$ cat src/design/ombc_regs.svh
`ifndef OMBC_REGS_SVH
`define OMBC_REGS_SVH
// Register byte offsets (printed offset 3 is not a multiple of four: index * 4)
`define OMBC_IDX_P2_DATA      8'h03
`define OMBC_ADDR_P2_DATA     12'h00c
`define OMBC_ADDR_P3_DATA     12'h100
`define OMBC_ADDR_P3_DIR      12'h104
`define OMBC_ADDR_P4_DATA     12'h108
`define OMBC_ADDR_P4_DIR      12'h10c
`define OMBC_ADDR_BUS_REQ     12'h110
`define OMBC_ADDR_BUS_STAT    12'h114
`define OMBC_ADDR_MAP_STAT    12'h118
// Field positions
`define OMBC_P2_MODE_LSB      5
`define OMBC_BUS_GO_BIT       16
`define OMBC_BUS_WR_BIT       17
// Reset values
`define OMBC_DIR_RESET        8'h00
`define OMBC_DATA_RESET       8'h00
// Modes and address windows
`define OMBC_MODE_TEST        3'h0
`define OMBC_MODE_PARTIAL     3'h1
`define OMBC_MODE_RAM_EXT     3'h2
`define OMBC_MODE_RELOC       3'h3
`define OMBC_MODE_NONUSER     3'h4
`define OMBC_MODE_NMUX        3'h5
`define OMBC_MODE_MUX_PART    3'h6
`define OMBC_MODE_SINGLE      3'h7
`define OMBC_IO_PAGE_HI       8'h01
`define OMBC_VEC_BASE_TEST    16'hbff0
`define OMBC_VEC_BASE_NORM    16'hfff0
`define OMBC_REG_BASE_RELOC   16'hd000
`define OMBC_REG_BASE_NORM    16'h0000
// E clock: 40 MHz / 40 = 1 MHz, E high for the second half
`define OMBC_E_DIV            6'd40
`define OMBC_E_HALF           6'd20
`define OMBC_AS_END           6'd8
`endif

$ cat src/design/ombc_pkg.sv
package ombc_pkg;
   typedef enum logic [1:0] {OMBC_BUS_SINGLE, OMBC_BUS_NMUX, OMBC_BUS_MUX, OMBC_BUS_NONE} ombc_bus_kind_t;
   typedef struct packed {
      logic [7:0] o;
      logic [7:0] oe;
   } ombc_pin_drv_t;
   typedef struct packed {
      logic        go;
      logic        wr;
      logic [15:0] addr;
      logic [7:0]  wdata;
   } ombc_bus_req_t;
endpackage : ombc_pkg

$ cat src/design/ombc_top.sv
`timescale 1ns/1ps
`include "ombc_regs.svh"
module ombc_top (
   input  wire logic        pclk,
   input  wire logic        presetn,
   input  wire logic [11:0] paddr,
   input  wire logic        psel,
   input  wire logic        penable,
   input  wire logic        pwrite,
   input  wire logic [31:0] pwdata,
   output logic [31:0]      prdata,
   output logic             pready,
   output logic             pslverr,
   input  wire logic [4:0]  p2_pin_in,
   input  wire logic [7:0]  p3_pin_in,
   output logic [7:0]       p3_pin_out,
   output logic [7:0]       p3_pin_oe,
   input  wire logic [7:0]  p4_pin_in,
   output logic [7:0]       p4_pin_out,
   output logic [7:0]       p4_pin_oe,
   output logic             p4_pullup_en,
   output logic             e_clk,
   output logic             addr_latch_strobe,
   output logic             io_page_select,
   output logic             bus_rd_wn,
   output logic [2:0]       mode,
   output logic [15:0]      vector_base,
   output logic [15:0]      reg_base,
   output logic             bus_join
);
   import ombc_pkg::*;

   logic [4:0]     p2_meta, p2_sync;
   logic [7:0]     p3_meta, p3_sync, p4_meta, p4_sync;
   logic           rst_seen;
   logic [2:0]     mode_bits;
   logic [7:0]     p3_dir, p4_dir, p3_data, p4_data;
   ombc_bus_req_t  req;
   logic           busy;
   logic [7:0]     rd_byte;
   logic           as_int, e_int, e_last, e_mid;
   ombc_bus_kind_t bus_kind;
   ombc_pin_drv_t  p3_drv, p4_drv;

   // Two flops on every pin before logic looks at it
   // No reset here: the mode pins must already be settled when reset releases
   always_ff @(posedge pclk) begin
      p2_meta <= p2_pin_in;
      p2_sync <= p2_meta;
      p3_meta <= p3_pin_in;
      p3_sync <= p3_meta;
      p4_meta <= p4_pin_in;
      p4_sync <= p4_meta;
   end

   // APB decode
   wire acc       = psel && penable;
   wire wr_acc    = acc && pwrite;
   wire hit_p2    = (paddr == `OMBC_ADDR_P2_DATA);
   wire hit_p3d   = (paddr == `OMBC_ADDR_P3_DATA);
   wire hit_p3dir = (paddr == `OMBC_ADDR_P3_DIR);
   wire hit_p4d   = (paddr == `OMBC_ADDR_P4_DATA);
   wire hit_p4dir = (paddr == `OMBC_ADDR_P4_DIR);
   wire hit_req   = (paddr == `OMBC_ADDR_BUS_REQ);
   wire hit_stat  = (paddr == `OMBC_ADDR_BUS_STAT);
   wire hit_map   = (paddr == `OMBC_ADDR_MAP_STAT);
   wire mapped    = hit_p2 | hit_p3d | hit_p3dir | hit_p4d | hit_p4dir | hit_req | hit_stat | hit_map;
   // Direction registers are write-only, so a read there is refused too
   wire bad_rd    = !pwrite && (hit_p3dir || hit_p4dir);
   assign pready  = 1'b1;
   assign pslverr = acc && (!mapped || bad_rd);

   // Mode taken at the first clock after reset release, then locked apart from the one exit from test mode
   // Pins are synchronised, so the value is the level seen two clocks before.
   wire [2:0] new_mode  = pwdata[`OMBC_P2_MODE_LSB +: 3];
   wire       mode_wr   = wr_acc && hit_p2 && (mode_bits == `OMBC_MODE_TEST) && rst_seen;
   wire       mode_ok   = (new_mode == `OMBC_MODE_NMUX) || (new_mode == `OMBC_MODE_MUX_PART)
                          || (new_mode == `OMBC_MODE_SINGLE);
   always_ff @(posedge pclk or negedge presetn) begin
      if (!presetn) begin
         rst_seen  <= 1'b0;
         mode_bits <= 3'h0;
      end else if (!rst_seen) begin
         rst_seen  <= 1'b1;
         mode_bits <= p2_sync[2:0];
      end else if (mode_wr && mode_ok) begin
         mode_bits <= new_mode;                            // one way out of test mode
      end
   end
   assign mode = mode_bits;

   // Bus kind from the mode number
   assign bus_kind = (mode_bits == `OMBC_MODE_SINGLE)  ? OMBC_BUS_SINGLE :
                     (mode_bits == `OMBC_MODE_NMUX)    ? OMBC_BUS_NMUX   :
                     (mode_bits == `OMBC_MODE_NONUSER) ? OMBC_BUS_NONE   : OMBC_BUS_MUX;
   wire p4_full_addr = (mode_bits == `OMBC_MODE_TEST) || (mode_bits == `OMBC_MODE_RAM_EXT)
                       || (mode_bits == `OMBC_MODE_RELOC);

   // Map outputs: vectors, register block, bus join
   assign vector_base = (mode_bits == `OMBC_MODE_TEST) ? `OMBC_VEC_BASE_TEST : `OMBC_VEC_BASE_NORM;
   assign reg_base    = (mode_bits == `OMBC_MODE_RELOC) ? `OMBC_REG_BASE_RELOC : `OMBC_REG_BASE_NORM;
   assign bus_join    = (mode_bits == `OMBC_MODE_TEST);

   // Port registers and the external cycle request
   always_ff @(posedge pclk or negedge presetn) begin
      if (!presetn) begin
         p3_dir  <= `OMBC_DIR_RESET;
         p4_dir  <= `OMBC_DIR_RESET;
         p3_data <= `OMBC_DATA_RESET;
         p4_data <= `OMBC_DATA_RESET;
         req     <= '0;
      end else begin
         if (wr_acc && hit_p3dir) p3_dir  <= pwdata[7:0];
         if (wr_acc && hit_p4dir) p4_dir  <= pwdata[7:0];
         if (wr_acc && hit_p3d)   p3_data <= pwdata[7:0];
         if (wr_acc && hit_p4d)   p4_data <= pwdata[7:0];
         if (wr_acc && hit_req && !busy && (bus_kind == OMBC_BUS_NMUX || bus_kind == OMBC_BUS_MUX)) begin
            req.go    <= pwdata[`OMBC_BUS_GO_BIT];
            req.wr    <= pwdata[`OMBC_BUS_WR_BIT];
            req.addr  <= pwdata[15:0];
            req.wdata <= pwdata[31:24];
         end else if (busy && e_last) begin
            req.go <= 1'b0;
         end
      end
   end

   // A request waits for the start of an E cycle, then owns it
   always_ff @(posedge pclk or negedge presetn) begin
      if (!presetn) begin
         busy <= 1'b0;
      end else if (busy && e_last) begin
         busy <= 1'b0;
      end else if (!busy && req.go && e_last) begin
         busy <= 1'b1;
      end
   end

   // Read data captured at the E fall while the memory drives
   always_ff @(posedge pclk or negedge presetn) begin
      if (!presetn) begin
         rd_byte <= 8'h00;
      end else if (busy && e_last && !req.wr) begin
         rd_byte <= p3_sync;
      end
   end

   ombc_ecycle u_ecycle (
      .pclk      (pclk),
      .presetn   (presetn),
      .req       (req),
      .busy_in   (busy && (bus_kind == OMBC_BUS_MUX)),
      .e_clk     (e_int),
      .as_strobe (as_int),
      .e_last    (e_last),
      .e_mid     (e_mid)
   );
   assign e_clk             = e_int;
   assign addr_latch_strobe = as_int;

   // Port 3 drive by bus kind
   // Address released one pclk before E rises, as pin flops lag; memory owns E high on reads
   wire p3_addr_phase = busy && !e_int && !e_mid;
   always_comb begin
      p3_drv = '0;
      case (bus_kind)
         OMBC_BUS_SINGLE: begin
            p3_drv.o  = p3_data;
            p3_drv.oe = p3_dir;
         end
         OMBC_BUS_NMUX: begin
            p3_drv.o  = req.wdata;
            p3_drv.oe = (busy && req.wr && e_int) ? 8'hff : 8'h00;
         end
         OMBC_BUS_MUX: begin
            p3_drv.o  = p3_addr_phase ? req.addr[7:0] : req.wdata;
            p3_drv.oe = (p3_addr_phase || (busy && req.wr && e_int)) ? 8'hff : 8'h00;
         end
         default: p3_drv = '0;
      endcase
   end

   // Port 4 drive by mode
   always_comb begin
      p4_drv = '0;
      case (bus_kind)
         OMBC_BUS_SINGLE: begin
            p4_drv.o  = p4_data;
            p4_drv.oe = p4_dir;
         end
         OMBC_BUS_NMUX: begin
            p4_drv.o  = req.addr[7:0];
            p4_drv.oe = p4_dir;
         end
         OMBC_BUS_MUX: begin
            p4_drv.o  = req.addr[15:8];
            p4_drv.oe = p4_full_addr ? 8'hff : p4_dir;
         end
         default: p4_drv = '0;
      endcase
   end

   // Undriven port 4 lines float high through pull-ups in modes 1, 5 and 6 (0xffxx in mode 1)
   assign p4_pullup_en = (bus_kind == OMBC_BUS_NMUX) || (bus_kind == OMBC_BUS_MUX && !p4_full_addr);

   // Pins outputs held in flops so they never glitch
   always_ff @(posedge pclk or negedge presetn) begin
      if (!presetn) begin
         p3_pin_out     <= 8'h00;
         p3_pin_oe      <= 8'h00;
         p4_pin_out     <= 8'h00;
         p4_pin_oe      <= 8'h00;
         io_page_select <= 1'b0;
         bus_rd_wn      <= 1'b1;
      end else begin
         p3_pin_out     <= p3_drv.o;
         p3_pin_oe      <= p3_drv.oe;
         p4_pin_out     <= p4_drv.o;
         p4_pin_oe      <= p4_drv.oe;
         io_page_select <= busy && (bus_kind == OMBC_BUS_NMUX) && (req.addr[15:8] == `OMBC_IO_PAGE_HI);
         bus_rd_wn      <= !(busy && req.wr);
      end
   end

   // Read mux
   always_comb begin
      prdata = 32'h0000_0000;
      if (acc && !pwrite) begin
         if (hit_p2)   prdata = {24'h000000, mode_bits, p2_sync};
         if (hit_p3d)  prdata = {24'h000000, (p3_dir & p3_data) | (~p3_dir & p3_sync)};
         if (hit_p4d)  prdata = {24'h000000, (p4_dir & p4_data) | (~p4_dir & p4_sync)};
         if (hit_stat) prdata = {15'h0000, busy || req.go, 8'h00, rd_byte};
         if (hit_map)  prdata = {vector_base, 11'h000, bus_join, 1'b0, 1'b0, bus_kind};
      end
   end
endmodule : ombc_top

$ cat src/design/ombc_ecycle.sv
`timescale 1ns/1ps
`include "ombc_regs.svh"
// E clock phase generator and one external cycle sequencer
module ombc_ecycle (
   input  wire logic                   pclk,
   input  wire logic                   presetn,
   input  wire ombc_pkg::ombc_bus_req_t req,
   input  wire logic                   busy_in,
   output logic                        e_clk,
   output logic                        as_strobe,
   output logic                        e_last,
   output logic                        e_mid
);
   import ombc_pkg::*;
   logic [5:0] phase;
   logic [5:0] next_phase;

   // Free running divider; E and the strobe follow its phase
   assign next_phase = (phase == `OMBC_E_DIV - 6'd1) ? 6'd0 : phase + 6'd1;
   assign e_last     = (phase == `OMBC_E_DIV - 6'd1);
   assign e_mid      = (phase == `OMBC_E_HALF - 6'd1);

   always_ff @(posedge pclk or negedge presetn) begin
      if (!presetn) begin
         phase     <= 6'd0;
         e_clk     <= 1'b0;
         as_strobe <= 1'b0;
      end else begin
         phase     <= next_phase;
         e_clk     <= (next_phase >= `OMBC_E_HALF);
         // Strobe only for a real multiplexed cycle; falls while address still stands
         as_strobe <= busy_in && req.go && (next_phase > 6'd1) && (next_phase < `OMBC_AS_END);
      end
   end
endmodule : ombc_ecycle

$ cat config.mk
export PLATFORM = sky130hd
export DESIGN_NAME = ombc_top
export DESIGN_NICKNAME = d
export VERILOG_FILES = /design/src/design/ombc_pkg.sv /design/src/design/ombc_top.sv /design/src/design/ombc_ecycle.sv
export VERILOG_INCLUDE_DIRS = /design/src /design/src/design
export SDC_FILE = /design/constraint.sdc
export NUM_CORES = 1
export LEC_CHECK = 0
export BUFFER_PORTS_ARGS = -buffer_cell sky130_fd_sc_hd__clkbuf_2
export CAP_MARGIN = 25
export CORE_UTILIZATION = 47
export DETAILED_ROUTE_END_ITERATION = 10
export PLACE_DENSITY = 0.75
export SYNTH_ARGS = -nofsm -noshare
export SYNTH_HDL_FRONTEND = slang
export SYNTH_HIERARCHICAL = 1
export SYNTH_SLANG_ARGS = --single-unit
$ cat constraint.sdc
create_clock -name pclk -period 3.42 [get_ports pclk]
set_input_delay 1.026 -clock pclk [delete_from_list [all_inputs] [get_ports pclk]]
set_output_delay 1.026 -clock pclk [all_outputs]
set_load 0.02 [all_outputs]
==> results of run 1 <==
## power breakdown
| part | switching (mW) | total (mW) | leakage, nW | internal, mW |
|---|---|---|---|---|
| sequential | 0.0295 | 1.91 | 1.88 | 1.88 |
| combinational | 0.262 | 0.377 | 1.88 | 0.115 |
| clock | 0.739 | 1.82 | 0.291 | 1.08 |
## timing repair
action	in CTS	in global routing
pin swaps	3	7
gates resized for setup	23	37
hold buffers	0	0
setup endpoints to repair	22	22
cloned	0	1
setup buffers	0	2
hold endpoints to repair	0	0
## worst reg2reg max path, cell delays in order, from the launching register on
cell and delay [ps]:
dfrtp_1 430, ha_1 430, nand2_1 230, nor4_2 460, nand2_1 130, or2_2 410, mux2_2 300
## worst max-delay path by stage
stage              start        end  depth (start not counted)
4_1_cts         paddr[9]  prdata[0]                          7
5_1_grt        paddr[10]  prdata[4]                          7
3_3_place_gp    paddr[5]  prdata[1]                          7
6_report       paddr[10]  prdata[1]                          7
3_5_place_dp    paddr[5]  prdata[1]                          7
2_1_floorplan   paddr[9]  prdata[1]                          6
## metrics by stage
step	cells	area, um2	utilization
floorplan	598	6800	-
global placement	866	7460	0.555
detailed placement	866	7460	0.555
CTS	898	8160	0.607
global route	900	8290	0.616
finish	900	8290	0.616
## cell type report
type / instances / area (um2) / area share
Clock buffer: 22 / 517 / 0.0623
Clock inverter: 10 / 75.1 / 0.00906
Inverter: 9 / 33.8 / 0.00408
Multi-Input combinational cell: 358 / 2640 / 0.318
Sequential cell: 155 / 3670 / 0.443
Tap cell: 176 / 220 / 0.0266
Timing Repair Buffer: 170 / 1130 / 0.137
## cells by family (layout without fill, tap and decap cells)
group	after synthesis	after routing
AO/OA/AOI/OAI	94	94
XOR/XNOR	2	2
adder cells (fa/ha/maj)	6	6
buffers and inverters	86	211
flip-flops	155	155
multiplexers	75	75
other	2	41
AND/OR/NAND/NOR	139	140
## placed cells by master, fill, tap and decap left out, types with 5 or more instances in the layout
master	n
ha_1	6
clkbuf_8	11
nor2_1	32
buf_6	12
nand2_1	42
clkbuf_2	109
nor2_2	5
o21ai_0	6
a222oi_1	21
mux2_2	65
buf_4	37
nor4_1	7
conb_1	41
inv_1	9
clkbuf_16	19
mux2i_1	10
nor2b_1	10
a211oi_1	10
a21oi_1	35
dfrtp_1	112
dfxtp_1	42
## metal layers
layer / vias up / part of all wire
li1: 2222 / -
met1: 2352 / 0.43
met2: 223 / 0.48
met3: 34 / 0.062
met4: 0 / 0.026
met5: - / 0
==> metrics.md, run 1 <==
| Metric | Value |
|---|---|
| Adder-Cell Fraction of Synth Area | 0.0114 |
| Synth Register Bits | 155 |
| MaxCap Viol Count | 0 |
| DRC violations left | 0 |
| Worst-path clk slew | about 60 ps |
| First-pass GRT wire length | 25300 um |
| Hold path depth | 0 |
| Synth top area share | 0.426 |
| Slowest cell delay on critical path | ~540 ps |
| Sink Count | between 150 and 200 |
| CTS Buffer Depth | 2 |
| WS Path Type | in2out |
| Total GRT Usage | 0.233 |
| Ant diodes | 0 |
| Max reg flops | 26 |
| Clock Latency Late Sink | 430 ps |
| Worst endpoint required time | around 2400 ps |
| Most common cell in the synthesized netlist | dfrtp_1 |
| CP max stage cell | or4b_4 |
| Final ANT Viol Nets | 0 |
| Worst Hold Endpoint | p2_sync[0]$_DFF_P_ |
| GR Util met1 | 0.306 |
| Die height | about 120 um |
| Worst Hold Class | reg2reg |
| Pwr Density | slightly below 500 mW/mm2 |
| Clk root buf | clkbuf_16 |
| Fin. max-slew vios | 0 |
| Routability cong. | around 0.95 |
| Final WS setup | -348 ps |
| Number of synthesized flops with an enable pin | 0 |
| Most used DFF post-synth | dfrtp_1 |
| Main combinational cell family by area after synthesis | multiplexers |
| Final period utilization | 1.10 |
| Syn Inst Count | between 500 and 600 |
| Flop2flop setup slack | 920 ps |
| Status | complete, but fails checks |
| Register area share after synthesis | 0.558 |
| Final net count | just under 800 |
| Fmax | between 200 and 300 MHz |
| Leakage | 4.05 nW |
| Post-DP HPWL | between 10000 and 15000 um |
| Via count | 4831 |
| Crit start category | input port |
| Largest delay share family, worst path | simple AND/OR/NAND/NOR gates |
| Vias in the first global route | 4779 |
| # port buffers | 130 |
| Worst hold slack | between 300 and 400 ps |
| Antenna violations before repair | 0 |
| CP cell instances | buf_6, or4b_4, or4_4, o2bb2ai_1, o21ai_1, a21oi_2, clkbuf_8 |
| Top Usage Layer GRT | met2 |
| RSZ-0062 raised after global routing | yes |
| CTS tree | built |
| Synth Cell Area | between 0.006 and 0.007 mm2 |
| Setup TNS | -3000 ps |
| Wire per inst | ~18 um |
| YS warnings | 6 |
| Layout cell share with drive strength beyond 1 | 0.417 |
| Buf/Inv on CP | 2 |
| First-pass detailed-route iteration total | 6 |
| Detailed Route WL | between 15000 and 20000 um |
| Xor-xnor portion of the synthesized cell area | 0.00267 |
| Worst r2r dst | rd_byte[7]$_DFFE_PN0P_ |
| Yosys top cell by area | dfrtp_1 |
| Biggest register | req |
| Avg Cell Area, Syn | about 12 um2 |
| Maximum vdd drop | 450 uV |
| Core Region | 0.0135 mm2 |
| Final Power | 4.11 mW |
| Synth Area in Compound Gates | 0.0986 |
| Grt met3 use | 0.0590 |
| Worst slew margin | 0.474 |
| CP max FO | 3 |
| H-tree depth | 4 |
| Area growth, synth to finish | 26.1% |
| Die Span X | about 120 um |
| Asr flop ratio synth | 0.729 |
| Io pins | 177 |
| Crit. End Element | output port |
| Drt via density | approximately 5.4 |
| GRT Residual Overflow | 0 |
| Post-Place Setup Slack | -386 ps |
| Mux contribution to synthesized area | 0.127 |
| Initial Utilization | 0.489 |
| Critical path arrival | around 2700 ps |
| Min Tclk post-route | roughly 3800 ps |
| Failing checks | negative setup slack |
| Largest net degree at the start of global routing | 63 |
| Final setup violation count | 16 |
| Grt met2 use | 0.373 |
| Reg-to-Reg Start | u_ecycle/phase[0]$_DFF_PN0_ |
| Post-synthesis simple-gate area fraction | 0.115 |
| DRT iter0 DRCs | 351 |
| HP Start | p2_meta[0]$_DFF_P_ |
| Worst-Margin Slew | 788 ps |
| Ranking of synthesized cells by area | dfrtp_1 (43%), dfxtp_1 (13%), mux2_2 (11%) |
| Reg2Reg Depth | 6 |
| Cell row count | 42 |
| Final Hold Vio Count | 0 |
| Library cells used by synthesis | slightly below 60 |
| Fillcell total | 1064 |
| Die ar. | about 0.014 mm2 |
| Post-synth top cells | dfrtp_1 (112), mux2_2 (65), buf_4 (56) |
| Clock Skews | ~9 ps |
| CTS Buf Count | 17 |
(Power assumes the default switching activity.)
==> run 2, diff against run 1 <==
--- a/config.mk
+++ b/config.mk
@@ -8,8 +8,10 @@
 export LEC_CHECK = 0
 export BUFFER_PORTS_ARGS = -buffer_cell sky130_fd_sc_hd__clkbuf_2
 export CAP_MARGIN = 25
+export CORE_MARGIN = 10
 export CORE_UTILIZATION = 47
 export DETAILED_ROUTE_END_ITERATION = 10
+export MAX_ROUTING_LAYER = met4
 export PLACE_DENSITY = 0.75
 export SYNTH_ARGS = -nofsm -noshare
 export SYNTH_HDL_FRONTEND = slang
==> metrics.md, run 2 (same netlist as run 1, synthesis figures left out) <==
| Metric | Value |
|---|---|
| Final ANT Viol Nets | 0 |
| Final period utilization | 1.11 |
| Critical path arrival | between 2000 and 3000 ps |
| GRT Residual Overflow | 0 |
| WS Path Type | in2out |
| Commonest non-fill, non-tap cell in the layout | dfrtp_1 |
| Worst Hold Class | reg2reg |
| CP max stage cell | or4_4 |
| Max reg flops | 26 |
| Via count | 4939 |
| Post-CTS Hold Fix Bufs | 0 |
| Crit. End Element | output port |
| Clock power share | 0.466 |
| Final WS setup | -388 ps |
| CTS Buf Count | 17 |
| Total GRT Usage | 0.192 |
| Placed Cells | 870 |
| Drt via density | roughly 5.5 |
| Worst slew margin | 0.538 |
| Sequential Power Share | 0.445 |
| Final Hold Vio Count | 0 |
| Cell row count | 43 |
| RSZ-0062 raised after global routing | yes |
| Comb power frac | 0.089 |
| Area growth, synth to finish | 27.9% |
| CP cell instances | buf_6, or4b_4, or4_4, o2bb2ai_4, o21ai_2, a21oi_2, clkbuf_8 |
| MaxCap Viol Count | 0 |
| P_int | 3.24 mW |
| CTS Buffer Depth | 2 |
| Non-Filler Instances | between 900 and 1000 |
| Net Sw Frac | 0.244 |
| Largest net degree at the start of global routing | 42 |
| Buf/Inv on CP | 2 |
| Clock Latency Late Sink | around 430 ps |
| CP max FO | 3 |
| Detailed Route WL | roughly 18000 um |
| Fmax | 263 MHz |
| Crit start category | input port |
| Final setup violation count | 9 |
| Slowest cell delay on critical path | ~570 ps |
| Clk root buf | clkbuf_16 |
| Final net count | 788 |
| Post-DP HPWL | approximately 14000 um |
| First-pass GRT wire length | 28800 um |
| Wire per inst | around 20 um |
| Biggest register | req |
| Vias in the first global route | around 5400 |
| Min Tclk post-route | roughly 3800 ps |
| Worst-path clk slew | about 60 ps |
| Initial Utilization | 0.477 |
| Largest delay share family, worst path | simple AND/OR/NAND/NOR gates |
| Layout cell share with drive strength beyond 1 | 0.426 |
| Clock Skews | about 6.3 ps |
| Worst endpoint required time | 2390 ps |
| Die height | between 100 and 150 um |
| # port buffers | 130 |
| Fillcell total | 1099 |
| Antenna violations before repair | 0 |
| DRC violations left | 0 |
| Io pins | ~180 |
| Routability cong. | about 0.9 |
| Maximum vdd drop | around 430 uV |
| Ant diodes | 0 |
| Worst-Margin Slew | between 600 and 700 ps |
| CTS tree | built |
| Worst hold slack | approximately 330 ps |
| Leakage | about 4.1 nW |
| First-pass detailed-route iteration total | 6 |
| DRT iter0 DRCs | 462 |
| Die ar. | about 0.019 mm2 |
| Failing checks | negative setup slack |
| Sink Count | roughly 160 |
| Pwr Density | 510 mW/mm2 |
| Fin. max-slew vios | 0 |
| Most frequent cells in the layout | dfrtp_1 (112), clkbuf_2 (105), mux2_2 (65) |
| Core Region | between 0.01 and 0.015 mm2 |
| Status | complete, but fails checks |
| Switching power | 1.05 mW |
| Die Span X | ~140 um |
| H-tree depth | 4 |
==> run 2: cell types whose count changed in the layout (fill, tap and decap cells not counted), sizes merged <==
cell | before | now
inv | 14 | 12
clkbuf | 139 | 133
clkinvlp | 2 | 4
buf | 53 | 58
clkinv | 3 | 2
nor3 | 5 | 4
bufinv | 0 | 4
==> run 2: metal layers <==
metal / GRT usage / vias up / routed length [um]
met4: 0.0588 / 0 / 254
met5: - / - / 0
met1: 0.218 / 2465 / 7590
met2: 0.319 / 232 / 9120
li1: - / 2215 / -
met3: 0.0599 / 27 / 1300
==> run 2: path summary, 6_finish.rpt <==
kind	end	cells past startpoint	slack, ps	start
worst min-delay path	p3_sync[4]$_DFF_P_	0	330	p3_meta[4]$_DFF_P_
max in group asynchronous	bus_rd_wn$_DFF_PN1_	2	2090	presetn
min in group asynchronous	p3_pin_oe[7]$_DFF_PN0_	1	590	presetn
worst max-delay path	prdata[4]	7	-390	paddr[9]
worst min register to register	p3_sync[4]$_DFF_P_	0	330	p3_meta[4]$_DFF_P_
worst max register to register	rd_byte[4]$_DFFE_PN0P_	6	920	u_ecycle/phase[0]$_DFF_PN0_
==> run 2: layout make-up <==
cell class              instances  area, um2  area share
clock inverters                13        190      0.0226
clock buffers                  19        443      0.0527
inverters                       9       33.8     0.00402
repair buffers                172       1160       0.138
well taps                     180        225      0.0268
flip-flops and latches        155       3670       0.437
multi-input cells             357       2680       0.319
==> run 2: power by group through the flow <==
stage / registers (mW) / clock network (mW) / logic, mW
floorplan: 1.97 / 0 / 0.192
global placement: 1.94 / 0 / 0.361
detailed placement: 1.94 / 0 / 0.368
CTS: 1.91 / 2.02 / 0.379
global route: 1.91 / 2.08 / 0.413
finish: 1.91 / 2.00 / 0.383
==> run 2: through the flow <==
step | power (mW) | setup TNS, ps | utilization | area [um2] | setup WS, ps
6_report | 4.29 | -2900 | 0.610 | 8410 | -388
3_5_place_dp | 2.31 | -5280 | 0.543 | 7480 | -402
3_3_place_gp | 2.30 | -4770 | 0.543 | 7480 | -385
4_1_cts | 4.30 | -2800 | 0.606 | 8350 | -366
2_1_floorplan | 2.16 | -875 | - | 6800 | -253
5_1_grt | 4.41 | -3650 | 0.610 | 8410 | -433
==> run 2: timing repair <==
action / in CTS / in global routing
setup endpoints to repair: 22 / 22
setup buffers: 4 / 0
pin swaps: 14 / 10
cloned: 0 / 0
gates resized for setup: 43 / 30
==> run 3, diff against run 2 <==
--- a/config.mk
+++ b/config.mk
@@ -9,10 +9,10 @@
 export BUFFER_PORTS_ARGS = -buffer_cell sky130_fd_sc_hd__clkbuf_2
 export CAP_MARGIN = 25
 export CORE_MARGIN = 10
-export CORE_UTILIZATION = 47
+export CORE_UTILIZATION = 52
 export DETAILED_ROUTE_END_ITERATION = 10
 export MAX_ROUTING_LAYER = met4
-export PLACE_DENSITY = 0.75
+export PLACE_DENSITY = 0.79
 export SYNTH_ARGS = -nofsm -noshare
 export SYNTH_HDL_FRONTEND = slang
 export SYNTH_HIERARCHICAL = 1
==> constraint.sdc (replaced) <==
create_clock -name pclk -period 4.2 [get_ports pclk]
set_input_delay 1.26 -clock pclk [delete_from_list [all_inputs] [get_ports pclk]]
set_output_delay 1.26 -clock pclk [all_outputs]
set_load 0.02 [all_outputs]
==> metrics.md, run 3 (same netlist as run 1, synthesis figures left out) <==
| Metric | Value |
|---|---|
| Status | complete, but fails checks |
| Failing checks | negative setup slack |
| Die height | roughly 130 um |
| RSZ-0062 raised after global routing | yes |
| Worst-Margin Slew | 819 ps |
| Crit start category | input port |
| Die ar. | approximately 0.018 mm2 |
| Initial Utilization | 0.525 |
| Most frequent cells in the layout | clkbuf_2 (119), dfrtp_1 (112), mux2_2 (65) |
| Routability cong. | 0.917 |
| Setup TNS | -267 ps |
| Antenna violations before repair | 0 |
| Core Region | between 0.01 and 0.015 mm2 |
| Largest net degree at the start of global routing | 65 |
| Post-CTS Hold Fix Bufs | 0 |
| Clk root buf | clkbuf_16 |
| Final Power | between 3 and 4 mW |
| CTS tree | built |
| Biggest register | req |
| Pwr Density | between 400 and 500 mW/mm2 |
| Worst slew margin | 0.454 |
| WS Path Type | in2out |
| Final Hold Vio Count | 0 |
| Placed Cells | 850 |
| HP Start | p2_meta[4]$_DFF_P_ |
| Fillcell total | around 1000 |
| DRC violations left | 0 |
| First-pass detailed-route iteration total | 9 |
| GRT Residual Overflow | 0 |
| Worst Setup SP | paddr[5] |
| Post-DP HPWL | about 13000 um |
| Max reg flops | 26 |
| Fin. max-slew vios | 0 |
| Maximum vdd drop | between 300 and 400 uV |
| # port buffers | 130 |
| Commonest non-fill, non-tap cell in the layout | clkbuf_2 |
| Leakage | slightly below 4 nW |
| Final period utilization | 1.02 |
| DRT iter0 DRCs | between 600 and 700 |
| Final WS setup | -82.8 ps |
| Clock Skews | 10.4 ps |
| Min Tclk post-route | around 4300 ps |
| CTS Buf Count | 17 |
| Ant diodes | 0 |
| Critical path arrival | a little over 3000 ps |
| Reg-to-Reg Start | mode[2]$_DFFE_PN0P_ |
| Sink Count | between 150 and 200 |
| Io pins | approximately 180 |
| Worst endpoint required time | around 3000 ps |
| Non-Filler Instances | 884 |
| Cell row count | 41 |
| Sequential Area | approximately 0.0037 mm2 |
| Total GRT Usage | 0.202 |
| Die Span X | 132 um |
| Final ANT Viol Nets | 0 |
| MaxCap Viol Count | 0 |
| Clock Latency Late Sink | approximately 430 ps |
| Vias in the first global route | between 5000 and 6000 |
| Multi-input logic area | 0.00253 mm2 |
| Worst-path clk slew | around 60 ps |
| Via count | between 4000 and 5000 |
| Worst Hold Class | reg2reg |
| CP max FO | 5 |
| Crit. End Element | output port |
| Layout cell share with drive strength beyond 1 | 0.392 |
| Wire per inst | ~20 um |
| First-pass GRT wire length | 27500 um |
| Final setup violation count | 6 |
| Fmax | roughly 230 MHz |
| CTS Buffer Depth | 2 |
| H-tree depth | 4 |
| Final net count | between 700 and 800 |
| Area growth, synth to finish | 21.1% |
| Detailed Route WL | between 15000 and 20000 um |
| Drt via density | around 5.5 |
-- run 3: layer usage --
layer | up-vias | global-route usage | wire [um]
met5 | - | - | 0
met3 | 36 | 0.0594 | 1300
met4 | 0 | 0.0831 | 399
li1 | 2186 | - | -
met2 | 253 | 0.310 | 8190
met1 | 2343 | 0.245 | 7430
-- run 3: final timing paths --
| kind | endpoint | slack (ps) | depth (start not counted) |
|---|---|---|---|
| worst max-delay path | prdata[6] | -80 | 8 |
| worst min-delay path | p2_sync[4]$_DFF_P_ | 320 | 0 |
| worst max register to register | mode[0]$_DFFE_PN0P_ | 1670 | 5 |
| worst min register to register | p2_sync[4]$_DFF_P_ | 320 | 0 |
| min in group asynchronous | p3_dir[5]$_DFFE_PN0P_ | 930 | 1 |
| max in group asynchronous | bus_rd_wn$_DFF_PN1_ | 2360 | 2 |
-- run 3: metrics by stage --
stage / instance area (um2) / util / worst slack [ps] / hold WS [ps]
global route: 7960 / 0.636 / -169 / 331
CTS: 7930 / 0.634 / -125 / 327
global placement: 7280 / 0.581 / -173 / 311
floorplan: 6740 / - / 14.1 / 310
finish: 7960 / 0.636 / -82.8 / 324
detailed placement: 7300 / 0.584 / -150 / 312
-- run 3: area by class of cell --
| class | instances | area share |
|---|---|---|
| tap | 172 | 0.0270 |
| sequential | 155 | 0.461 |
| clock buffer | 19 | 0.0569 |
| clock inverter | 13 | 0.0138 |
| multi-input combinational | 357 | 0.318 |
| inverter | 9 | 0.00425 |
| timing repair buffer | 159 | 0.118 |
-- run 3: worst max-delay path: stages --
cell      delay [ps]
buf_6             90
or4_4            540
buf_6            140
nor4b_4          350
buf_4            210
a222oi_1          70
nor2_1           180
buf_4            180
-- run 3: what timing repair did --
action                     CTS  global route
buffers inserted             1             1
gates resized for setup     19            10
setup endpoints to repair    9            10
pin swaps                   11            13
-- run 3: power by group --
group	leakage [nW]	switching (mW)	internal, mW
sequential	1.88	0.0216	1.53
combinational	1.76	0.212	0.0863
clock	0.266	0.640	0.800
total	3.91	0.873	2.42
